===== src/include/dcs_pkg.sv =====
// Shared constants, command codes and helpers for the command spacing link.
package dcs_pkg;

  // ----------------------------------------------------------------
  // Widths and sizes
  // ----------------------------------------------------------------
  localparam int ADDR_W = 12;
  localparam int DATA_W = 8;
  localparam int MEM_AW = 4;
  localparam int MEM_DEPTH = 16;
  localparam int CNT_W = 4;

  // ----------------------------------------------------------------
  // Timing, with times in picoseconds and counts in clock cycles
  // ----------------------------------------------------------------
  localparam int CLK_PERIOD_PS = 40000;
  localparam int PRECHARGE_PS = 15000;
  // A time becomes cycles by dividing by the period and rounding up.
  localparam int PRECHARGE_CYC = (PRECHARGE_PS + CLK_PERIOD_PS - 1) / CLK_PERIOD_PS; // RULE6
  localparam int WTR_CYC = 2;
  localparam int CKE_REG_CYC = 3;
  localparam int PD_EXIT_CYC = 2;

  // ----------------------------------------------------------------
  // Mode register fields carried on the address lines
  // ----------------------------------------------------------------
  localparam int STROBE_STYLE_SELECT_BIT = 10;
  localparam int MR_WR_LSB = 0;
  localparam int MR_WR_W = 3;
  localparam logic [CNT_W-1:0] WR_FIELD_OFFSET = 4'h1;

  typedef enum logic [2:0] {
    DCS_NOP = 3'h0,
    DCS_ACT = 3'h1,
    DCS_WR = 3'h2,
    DCS_WRA = 3'h3,
    DCS_RD = 3'h4,
    DCS_PRE = 3'h5,
    DCS_MRS = 3'h6
  } dcs_op_t;

  // Value a down-counter is loaded with so that the dependent command is
  // first seen exactly n edges after the initiating one.
  function automatic logic [CNT_W-1:0] dcs_load(input int n);
    dcs_load = (n > 1) ? CNT_W'(n - 1) : '0;
  endfunction : dcs_load

  // Write recovery in cycles from the mode register field.
  function automatic logic [CNT_W-1:0] dcs_wr_cyc(input logic [MR_WR_W-1:0] f);
    dcs_wr_cyc = CNT_W'(f) + WR_FIELD_OFFSET;
  endfunction : dcs_wr_cyc

endpackage : dcs_pkg


===== src/include/dcs_link_if.sv =====
// Link between the memory controller end and the memory device end.
`timescale 1ns/10ps
interface dcs_link_if;
  import dcs_pkg::*;

  logic cke;
  dcs_op_t cmd;
  logic [ADDR_W-1:0] addr;
  logic [DATA_W-1:0] wdata;
  logic dqs;
  logic dqs_n;
  logic [DATA_W-1:0] rdata;
  logic rvalid;
  logic rcorrupt;
  logic cap_err;

  modport ctrl (
    output cke, cmd, addr, wdata, dqs, dqs_n,
    input rdata, rvalid, rcorrupt, cap_err
  );

  modport dram (
    input cke, cmd, addr, wdata, dqs, dqs_n,
    output rdata, rvalid, rcorrupt, cap_err
  );
endinterface : dcs_link_if


===== src/hw/dcs_ctrl.sv =====
// Memory controller end: spaces commands and clock-enable changes on the link.
// Behaviour
// RULE1: mode bit 10 chooses differential or single strobe.
// RULE2: read waits two cycles after a write.
// RULE3: clock enable counts after three equal samples.
// RULE4: clock enable held steady three cycles after change.
// RULE5: badly captured location rewritten before any read; a read of it two cycles after the write is still let through.
// RULE6: times become cycles, divided by period, rounded up.
// RULE7: activate allowed rounded precharge cycles after precharge.
// RULE8: auto-precharge write delay is recovery plus precharge.
// RULE9: cycle counts are actual clock edges.
// RULE10: activate allowed two cycles after power-down exit.
// RULE11: down-counters loaded on command, dependent blocked until zero.
`timescale 1ns/10ps
module dcs_ctrl (
  input wire logic CLK,
  input wire logic RESETN,
  input wire logic CE,
  input wire logic CMD_VALID,
  input wire dcs_pkg::dcs_op_t CMD_OP,
  input wire logic [dcs_pkg::ADDR_W-1:0] CMD_ADDR,
  input wire logic [dcs_pkg::DATA_W-1:0] CMD_WDATA,
  input wire logic PD_REQ,
  output logic CMD_ACK,
  output logic [dcs_pkg::DATA_W-1:0] RD_DATA,
  output logic RD_VALID,
  output logic RD_CORRUPT,
  output logic CKE_STATE,
  output logic REWRITE_PEND,
  dcs_link_if.ctrl link
);
  import dcs_pkg::*;

  // ----------------------------------------------------------------
  // State
  // ----------------------------------------------------------------
  typedef enum logic [1:0] {
    ST_DOWN = 2'h0,
    ST_WAKE = 2'h1,
    ST_RUN = 2'h2,
    ST_SLEEP = 2'h3
  } dcs_state_t;

  dcs_state_t state;
  dcs_state_t next_state;
  logic [CNT_W-1:0] hold_cnt;
  logic [CNT_W-1:0] wtr_cnt;
  logic [CNT_W-1:0] rp_cnt;
  logic [CNT_W-1:0] dal_cnt;
  logic [CNT_W-1:0] xp_cnt;
  logic [MEM_DEPTH-1:0] stale;
  logic [MEM_AW-1:0] last_wr_loc;
  logic strobe_single;
  logic [MR_WR_W-1:0] wr_field;

  // ----------------------------------------------------------------
  // Request decode and spacing checks
  // ----------------------------------------------------------------
  wire logic [MEM_AW-1:0] req_loc = CMD_ADDR[MEM_AW-1:0];
  wire logic is_act = (CMD_OP == DCS_ACT);
  wire logic is_wr = (CMD_OP == DCS_WR) || (CMD_OP == DCS_WRA);
  wire logic is_rd = (CMD_OP == DCS_RD);
  wire logic is_mrs = (CMD_OP == DCS_MRS);
  wire logic hold_busy = (hold_cnt != '0);
  // Each spacing is a counter that must have run down to zero.
  wire logic act_ok = (rp_cnt == '0) && (dal_cnt == '0) && (xp_cnt == '0); // RULE7 RULE10 RULE11
  wire logic rd_ok = (wtr_cnt == '0) && !stale[req_loc]; // RULE2 RULE5 RULE11
  wire logic op_ok = is_act ? act_ok : (is_rd ? rd_ok : (CMD_OP != DCS_NOP));
  // The acknowledge cycle blocks a second take of the same held request.
  wire logic take = CMD_VALID && !CMD_ACK && (state == ST_RUN) && op_ok;
  wire logic want_sleep = PD_REQ && (state == ST_RUN) && !take && !CMD_VALID;
  wire logic want_wake = !PD_REQ && (state == ST_DOWN);
  // Commands already on the link drain before the clock enable drops.
  wire logic cke_change = (want_sleep || want_wake) && !hold_busy; // RULE4
  wire logic [CNT_W-1:0] dal_load = dcs_wr_cyc(wr_field) + dcs_load(PRECHARGE_CYC); // RULE8

  // ----------------------------------------------------------------
  // Power state sequence
  // ----------------------------------------------------------------
  always_comb
  begin
    next_state = state;
    case (state)
      ST_DOWN:
        if (cke_change)
          next_state = ST_WAKE;
      ST_WAKE:
        if (hold_cnt == 4'h1)
          next_state = ST_RUN;
      ST_RUN:
        if (cke_change)
          next_state = ST_SLEEP;
      ST_SLEEP:
        if (hold_cnt == 4'h1)
          next_state = ST_DOWN;
      default:
        next_state = ST_DOWN;
    endcase
  end

  always_ff @(posedge CLK or negedge RESETN)
  begin
    if (!RESETN)
    begin
      state <= ST_DOWN;
      link.cke <= 1'b0;
      CKE_STATE <= 1'b0;
      hold_cnt <= '0;
    end
    else if (CE)
    begin
      state <= next_state;
      if (cke_change)
      begin
        link.cke <= want_wake;
        CKE_STATE <= want_wake;
        // The far end needs the level on three edges in a row.
        hold_cnt <= CNT_W'(CKE_REG_CYC); // RULE3 RULE4
      end
      else if (hold_busy)
        hold_cnt <= hold_cnt - 1'b1; // RULE9
    end
  end

  // ----------------------------------------------------------------
  // Spacing counters
  // ----------------------------------------------------------------
  always_ff @(posedge CLK or negedge RESETN)
  begin
    if (!RESETN)
    begin
      wtr_cnt <= '0;
      rp_cnt <= '0;
      dal_cnt <= '0;
      xp_cnt <= '0;
    end
    else if (CE)
    begin
      if (take && is_wr)
        wtr_cnt <= dcs_load(WTR_CYC); // RULE2 RULE11
      else if (wtr_cnt != '0)
        wtr_cnt <= wtr_cnt - 1'b1;
      if (take && CMD_OP == DCS_PRE)
        rp_cnt <= dcs_load(PRECHARGE_CYC); // RULE6 RULE7
      else if (rp_cnt != '0)
        rp_cnt <= rp_cnt - 1'b1;
      // Only one bank is modelled, so the delay guards every activate.
      if (take && CMD_OP == DCS_WRA)
        dal_cnt <= dal_load; // RULE8 RULE11
      else if (dal_cnt != '0)
        dal_cnt <= dal_cnt - 1'b1;
      // The exit registers as the hold runs out; activate waits after that.
      if (state == ST_WAKE && hold_cnt == 4'h1)
        xp_cnt <= CNT_W'(PD_EXIT_CYC); // RULE10
      else if (xp_cnt != '0)
        xp_cnt <= xp_cnt - 1'b1; // RULE9
    end
  end

  // ----------------------------------------------------------------
  // Command drive, mode shadow and rewrite tracking
  // ----------------------------------------------------------------
  always_ff @(posedge CLK or negedge RESETN)
  begin
    if (!RESETN)
    begin
      link.cmd <= DCS_NOP;
      link.addr <= '0;
      link.wdata <= '0;
      link.dqs <= 1'b0;
      // The default style is the pair, so the idle complement sits high.
      link.dqs_n <= 1'b1; // RULE1
      CMD_ACK <= 1'b0;
      strobe_single <= 1'b0;
      wr_field <= '0;
      last_wr_loc <= '0;
      stale <= '0;
      REWRITE_PEND <= 1'b0;
      RD_DATA <= '0;
      RD_VALID <= 1'b0;
      RD_CORRUPT <= 1'b0;
    end
    else if (CE)
    begin
      CMD_ACK <= take;
      link.cmd <= take ? CMD_OP : DCS_NOP;
      link.addr <= take ? CMD_ADDR : '0;
      link.wdata <= (take && is_wr) ? CMD_WDATA : '0;
      link.dqs <= take && is_wr;
      // The complement pin only toggles when the pair is in use.
      link.dqs_n <= !strobe_single && !(take && is_wr); // RULE1
      if (take && is_mrs)
      begin
        strobe_single <= CMD_ADDR[STROBE_STYLE_SELECT_BIT]; // RULE1
        wr_field <= CMD_ADDR[MR_WR_LSB +: MR_WR_W];
      end
      if (take && is_wr)
        last_wr_loc <= req_loc;
      // A capture fault wins over a rewrite of the same place in that cycle.
      if (take && is_wr)
        stale[req_loc] <= 1'b0; // RULE5
      if (link.cap_err)
        stale[last_wr_loc] <= 1'b1; // RULE5
      REWRITE_PEND <= (stale != '0);
      RD_VALID <= link.rvalid;
      RD_DATA <= link.rdata;
      RD_CORRUPT <= link.rcorrupt;
    end
  end
endmodule : dcs_ctrl


===== src/flat_wrapper.sv =====
// flat-port wrapper written by rule: the top's interface ports become plain ports
module dcs_ctrl_flat import dcs_pkg::*;
  (CLK, RESETN, CE, CMD_VALID, CMD_OP, CMD_ADDR, CMD_WDATA, PD_REQ, CMD_ACK, RD_DATA, RD_VALID, RD_CORRUPT, CKE_STATE, REWRITE_PEND, link_cke, link_cmd, link_addr, link_wdata, link_dqs, link_dqs_n, link_rdata, link_rvalid, link_rcorrupt, link_cap_err);
  dcs_link_if link_i ();
  input wire logic CLK;
  input wire logic RESETN;
  input wire logic CE;
  input wire logic CMD_VALID;
  input wire dcs_pkg::dcs_op_t CMD_OP;
  input wire logic [dcs_pkg::ADDR_W-1:0] CMD_ADDR;
  input wire logic [dcs_pkg::DATA_W-1:0] CMD_WDATA;
  input wire logic PD_REQ;
  output logic CMD_ACK;
  output logic [dcs_pkg::DATA_W-1:0] RD_DATA;
  output logic RD_VALID;
  output logic RD_CORRUPT;
  output logic CKE_STATE;
  output logic REWRITE_PEND;
  output wire logic [$bits(link_i.cke)-1:0] link_cke;
  output wire logic [$bits(link_i.cmd)-1:0] link_cmd;
  output wire logic [$bits(link_i.addr)-1:0] link_addr;
  output wire logic [$bits(link_i.wdata)-1:0] link_wdata;
  output wire logic [$bits(link_i.dqs)-1:0] link_dqs;
  output wire logic [$bits(link_i.dqs_n)-1:0] link_dqs_n;
  input wire logic [$bits(link_i.rdata)-1:0] link_rdata;
  input wire logic [$bits(link_i.rvalid)-1:0] link_rvalid;
  input wire logic [$bits(link_i.rcorrupt)-1:0] link_rcorrupt;
  input wire logic [$bits(link_i.cap_err)-1:0] link_cap_err;
  assign link_cke = link_i.cke;
  assign link_cmd = link_i.cmd;
  assign link_addr = link_i.addr;
  assign link_wdata = link_i.wdata;
  assign link_dqs = link_i.dqs;
  assign link_dqs_n = link_i.dqs_n;
  assign link_i.rdata = link_rdata;
  assign link_i.rvalid = link_rvalid;
  assign link_i.rcorrupt = link_rcorrupt;
  assign link_i.cap_err = link_cap_err;
  dcs_ctrl u_core (.CLK(CLK), .RESETN(RESETN), .CE(CE), .CMD_VALID(CMD_VALID), .CMD_OP(CMD_OP), .CMD_ADDR(CMD_ADDR), .CMD_WDATA(CMD_WDATA), .PD_REQ(PD_REQ), .CMD_ACK(CMD_ACK), .RD_DATA(RD_DATA), .RD_VALID(RD_VALID), .RD_CORRUPT(RD_CORRUPT), .CKE_STATE(CKE_STATE), .REWRITE_PEND(REWRITE_PEND), .link(link_i));
endmodule

===== config.mk =====
export PLATFORM = sky130hd
export DESIGN_NAME = dcs_ctrl_flat
export DESIGN_NICKNAME = d
export VERILOG_FILES = /design/src/include/dcs_pkg.sv /design/src/include/dcs_link_if.sv /design/src/hw/dcs_ctrl.sv /design/src/flat_wrapper.sv
export SDC_FILE = /design/constraint.sdc
export NUM_CORES = 1
export LEC_CHECK = 0
export BUFFER_PORTS_ARGS = -buffer_cell sky130_fd_sc_hd__buf_2
export CAP_MARGIN = 10
export CORE_MARGIN = 1
export CORE_UTILIZATION = 50
export DETAILED_ROUTE_END_ITERATION = 8
export PLACE_DENSITY_LB_ADDON = 0.1
export REMOVE_ABC_BUFFERS = 1
export SYNTH_ARGS = -nofsm -noshare
export SYNTH_HDL_FRONTEND = slang
export SYNTH_SLANG_ARGS = --single-unit

===== constraint.sdc =====
create_clock -name CLK -period 1.9 [get_ports CLK]
set_input_delay 0.38 -clock CLK [delete_from_list [all_inputs] [get_ports CLK]]
set_output_delay 0.38 -clock CLK [all_outputs]
set_load 0.01 [all_outputs]

### Word-level counts from Yosys, hierarchy flattened

Index checks and enable logic that the tools add are counted.
W data, S select, Z words.

* memories kept: 0
* register bits: 84
* memory bits (writable): 0
* bits in latches: 0
* output and inout port bits: 39
* bits in read-only memories: 0

* equality and inequality tests: 14
* $mul: 0
* shifts and indexed selects: 0
* bitwise logic cells: 3
* reduce and logical (&&, ||, !) cells: 55
* muxes and demuxes: 29
* add/sub/neg operators: 6
* div/mod/pow operators: 0
* $lt $le $gt $ge: 4

Operators with widths (count)
* $mux W16: 3
* $mux W4: 10
* $reduce_bool A4 Y1: 5
* $sub A4 B1 Y4 const B: 5
* $logic_and A1 B1 Y1: 19
* $and A16 B16 Y16: 1
* $logic_not A4 Y1: 4
* $not A16 Y16: 1
* $or A16 B16 Y16: 1
* $reduce_and A2 Y1: 8
* $reduce_bool A16 Y1: 1
* $mux W12: 1
* $lt A4 B5 Y1 const B: 2
* $reduce_bool A2 Y1: 5
* $eq A3 B3 Y1 const B: 3
* $demux W1 S4: 2
* $ge A4 B1 Y1 const B: 2
* $logic_not A1 Y1: 8
* $mux W2: 4
* $mux W8: 1
* $ne A2 B1 Y1 const B: 4
* $pmux W2 S4: 1
* $eq A3 B2 Y1 const B: 2
* $mux W1: 5
* 11 further kinds: 13

### Depth between registers and ports, before layout

* word-level depth: 14
* mapped depth: 8
* mapped depth without buffers: 7

### Worst setup path after synthesis

OpenSTA, ideal clock, no wires.

* path kind: input port to flip-flop
* from: input port CMD_ADDR[0] in the netlist's numbering
* to: register u_core.link.addr[2]
* stages on the path: 6
* library setup time: 0.075 ns
* buffers on the path: 2
* data arrival time: 1.762 ns
* slack: 0.063 ns
* data required time: 1.825 ns
* cell sequence: buf_6 mux4_2 a311oi_2 a31oi_1 buf_6 o2bb2ai_2

* cells in the longest elaborated chain, start to end: 8

RTL lines
* from (decl): RTL line flat_wrapper.sv:10 `input wire logic [dcs_pkg::ADDR_W-1:0] CMD_ADDR;`
* $bmux W1 S4: RTL line dcs_ctrl.sv:67 `wire logic rd_ok = (wtr_cnt == '0) && !stale[req_loc];`
* $mux W1 (not written as such): RTL line dcs_ctrl.sv:67
* $logic_not A1 Y1: RTL line dcs_ctrl.sv:67
* $logic_and A1 B1 Y1: RTL line dcs_ctrl.sv:67
* $mux W1 (2 in series): RTL line dcs_ctrl.sv:68 `wire logic op_ok = is_act ? act_ok : (is_rd ? rd_ok : (CMD_OP != DCS_NOP));`
* $logic_and A1 B1 Y1: RTL line dcs_ctrl.sv:70 `wire logic take = CMD_VALID && !CMD_ACK && (state == ST_RUN) && op_ok;`
* $mux W12: RTL line dcs_ctrl.sv:187 `link.addr <= take ? CMD_ADDR : '0;`
* to (signal assigned): RTL line dcs_ctrl.sv:187
* to (decl): RTL line dcs_link_if.sv:18 `output cke, cmd, addr, wdata, dqs, dqs_n,`

Every way passes these cells. The select of a mux whose other input is x is not followed.
A chain may end at the register's enable or synchronous reset.

### Worst setup path in the final report

* from: register u_core.wtr_cnt[0]
* to: register u_core.link.addr[11]

* cells in the longest elaborated chain, start to end: 6

RTL lines
* from (decl): RTL line dcs_ctrl.sv:47 `logic [CNT_W-1:0] wtr_cnt;`
* from (signal assigned): RTL line dcs_ctrl.sv:140 `wtr_cnt <= dcs_load(WTR_CYC);`
* from (signal assigned): RTL line dcs_ctrl.sv:142 `wtr_cnt <= wtr_cnt - 1'b1;`
* $logic_not A4 Y1: RTL line dcs_ctrl.sv:67
* $logic_and A1 B1 Y1: RTL line dcs_ctrl.sv:67
* $mux W1 (2 in series): RTL line dcs_ctrl.sv:68
* $logic_and A1 B1 Y1: RTL line dcs_ctrl.sv:70
* $mux W12: RTL line dcs_ctrl.sv:187

Every way passes these cells.

==> run_results.csv <==
group,metric,value,unit
outcome,status,"finished, violations left",
outcome,violations,"setup timing",
logic_synthesis,syn_inst,372,
hold_path,hold_class,"input port to flip-flop",
power,total_power,6190,uW
logic_synthesis,synthArstFlopShare,1.00,
sta,finalClockSkew,0.00906,ns
logic_synthesis,postSynthRegisterBits,84,
floorplan,die_w,91.4,um
setup_path,crit_type,"flip-flop to flip-flop",
sta,max_slew.worst_pin.slew,0.443,ns
floorplan,initial_core_util,0.518,
logic_synthesis,avgSynthCellArea,10.8,um2
logic_synthesis,synth_most_common_cell,"dfrtp_1",
finish,n_antenna_cell,0,
sta,slew_headroom,0.705,
sta,fmax,509,MHz
logic_synthesis,synth_area_leader_cell,"dfrtp_1",
route,routed_wirelength,9120,um
clocking,cts.clk_slew.worst_paths,0.08,ns
grt,grt_pass1_wl,15000,um
logic_synthesis,ys_top_cells_by_count,"dfrtp_1 (83), o21ai_0 (46), inv_1 (31), nand2_1 (30), nor2_1 (24)",
grt,gr-usage-all-layers,0.228,
job,drv_cap,0,
route,route.vias.total,3191,
grt,grt_max_degree,36,
sta,fin_crit_sh,1.03,
route,post_drt_via_cell_ratio,5.45,
logic_synthesis,netlist_top_cells_area,"dfrtp_1 (52%), o21ai_0 (5.8%), ha_1 (4.7%), mux2_2 (3.7%), o2bb2ai_2 (3.4%)",
floorplan,fp-row-count,32,
setup_path,cp.required,2.18,ns
power,cellPowerDensity,1200,nW/um2
sta,setup_violations,12,
floorplan,die_h,91.4,um
power,vdd_drop_max,0.594,mV
floorplan,die_area,8360,um2
sta,hold_viol,0,
logic_synthesis,ys.flop_type,"dfrtp_1",
setup_path,worstPathMaxFanout,6,
finish,nets,532,
grt,grt_pass1_vias,3120,
clocking,cts_tree,"built",
logic_synthesis,synth.distinct_cells,48,
setup_path,cp.arrival,2.25,ns
power,power_leakage,0.00248,uW
setup_path,cp-end-kind,"flip-flop",
placed_design,routabilityCongestion,0.870,
sta,rsz0062_at_grt,"yes",
clocking,htree_levels,3,
clocking,clk_path_buf_depth,2,
route,ant_nets,0,
placed_design,port_buffers,77,
sta,maxSlewViolCount,0,
clocking,clock_sinks,84,
floorplan,core,7730,um2
grt,grt_overflow,0,
logic_synthesis,synth_edf_count,0,
finish,design_area,5170,um2
setup_path,reg2reg_setup_slack,-0.07,ns
sta,setup_ws,-0.0657,ns
route,wl_per_cell,15.6,um
sta,period_minus_slack,1.97,ns
clocking,numCtsBuffers,9,
route,drtPass1Iterations,4,
placed_design,post_dp_cell_area,4660,um2
route,drtIter0Drc,168,
logic_synthesis,synth-seq-area-share,0.526,
placed_design,dp_hpwl,6330,um
floorplan,io_pins,78,
route,remaining_drc_errors,0,
clocking,clk_latency,0.35,ns
setup_path,critPathLaunchType,"flip-flop",
logic_synthesis,yosysTopAreaCellShare,0.519,
finish,drive_gt1_frac,0.352,
finish,fill_cells,607,
logic_synthesis,yosys_warnings,0,
logic_synthesis,syn-cell-area,4000,um2
grt,antenna_found_initial,0,
finish,area_delta_synth_final,29.3,%
clocking,cts_root_buf,"clkbuf_8",
metal layers:
layer	global-route usage	vias up	wire length [um]
met4	0.0833	0	125
li1	-	1532	-
met3	0.0394	11	352
met1	0.313	1566	4170
met5	0	-	0
met2	0.363	82	4480
report_power, final:
group	internal, uW	switching [uW]	total, uW
Clock	776	625	1400
Combinational	1010	1020	2030
Sequential	2300	449	2750
layout make-up:
class	instances	area (um2)	share of cell area
clock buffers	12	145	0.0281
clock inverters	4	72.6	0.0140
inverters	31	116	0.0225
multi-input cells	244	1940	0.375
flip-flops and latches	84	2100	0.407
well taps	102	128	0.0247
repair buffers	108	669	0.129
registers in the layout, indices dropped and copies added, names as in the netlist, 4 cells and up:
signal and count:
u_core.RD_DATA 8, u_core.dal_cnt 4, u_core.hold_cnt 4, u_core.last_wr_loc 4
u_core.link.addr 12, u_core.link.wdata 8, u_core.rp_cnt 4, u_core.stale 16
u_core.wtr_cnt 4, u_core.xp_cnt 4
logic make-up after synthesis:
group                    after synthesis  share of synthesized area
adder cells (fa/ha/maj)               15                     0.0469
flip-flops                            84                      0.526
buffers and inverters                 44                     0.0463
AND/OR/NAND/NOR                       97                      0.117
AO/OA/AOI/OAI                        103                      0.181
multiplexers                          19                     0.0610
XOR/XNOR                              10                     0.0219
worst max-delay path, stage by stage, from the launching register on:
cell       delay (ns)
dfrtp_1          0.40
inv_2            0.08
ha_4             0.13
nor3b_4          0.21
o311ai_2         0.14
a311oi_2         0.39
a31oi_4          0.21
clkbuf_16        0.22
o2bb2ai_4        0.12
layout by cell type, fill, tap and decap left out, drive strengths merged, types with 2 or more instances in the layout:
master     n
mux2      13
o41ai      2
nor3       6
o22ai      2
a22o      12
buf      106
a21o       2
nor2      24
mux4       3
and3       4
xnor2      4
bufinv     2
a311oi     2
nand2b     6
nor3b      4
mux2i      3
clkbuf    13
o21ai     47
o2bb2ai   12
nor2b      2
a21oi     12
nand2     30
a211oi     2
dfrtp     83
xor2       6
inv       31
nand3      6
nand4      5
ha        15
a31oi      4
nor4       5
per-stage QoR:
| step | worst slack [ns] | hold slack (ns) | utilization | TNS (ns) | std cells |
|---|---|---|---|---|---|
| global route | -0.121 | 0.237 | 0.669 | -1.27 | 585 |
| CTS | 0.0458 | 0.234 | 0.634 | 0 | 579 |
| floorplan | -0.263 | 0.0844 | - | -2.72 | 359 |
| finish | -0.0657 | 0.245 | 0.669 | -0.496 | 585 |
| global placement | -0.0301 | 0.361 | 0.603 | -0.244 | 562 |
| detailed placement | -0.0740 | 0.366 | 0.603 | -0.602 | 562 |
final timing paths:
kind                                startpoint  cells past startpoint                    to
max                          u_core.wtr_cnt[0]                      8  u_core.link.addr[11]
min                               CMD_WDATA[6]                      2  u_core.link.wdata[6]
max reg2reg                  u_core.wtr_cnt[0]                      8  u_core.link.addr[11]
min reg2reg                u_core.link.addr[7]                      1   u_core.link.addr[7]
max in group asynchronous               RESETN                      3    u_core.wr_field[2]
min in group asynchronous               RESETN                      2    u_core.hold_cnt[1]
what timing repair did:
item	4_1_cts	5_1_grt
pin swaps	0	13
gates resized for setup	5	36
endpoints found under the hold margin	25	0
hold buffers	1	0
endpoints found under the setup margin	12	31
setup buffers	0	6
gates cloned	0	1
No activity file was read; power rests on OpenSTA's default activity.
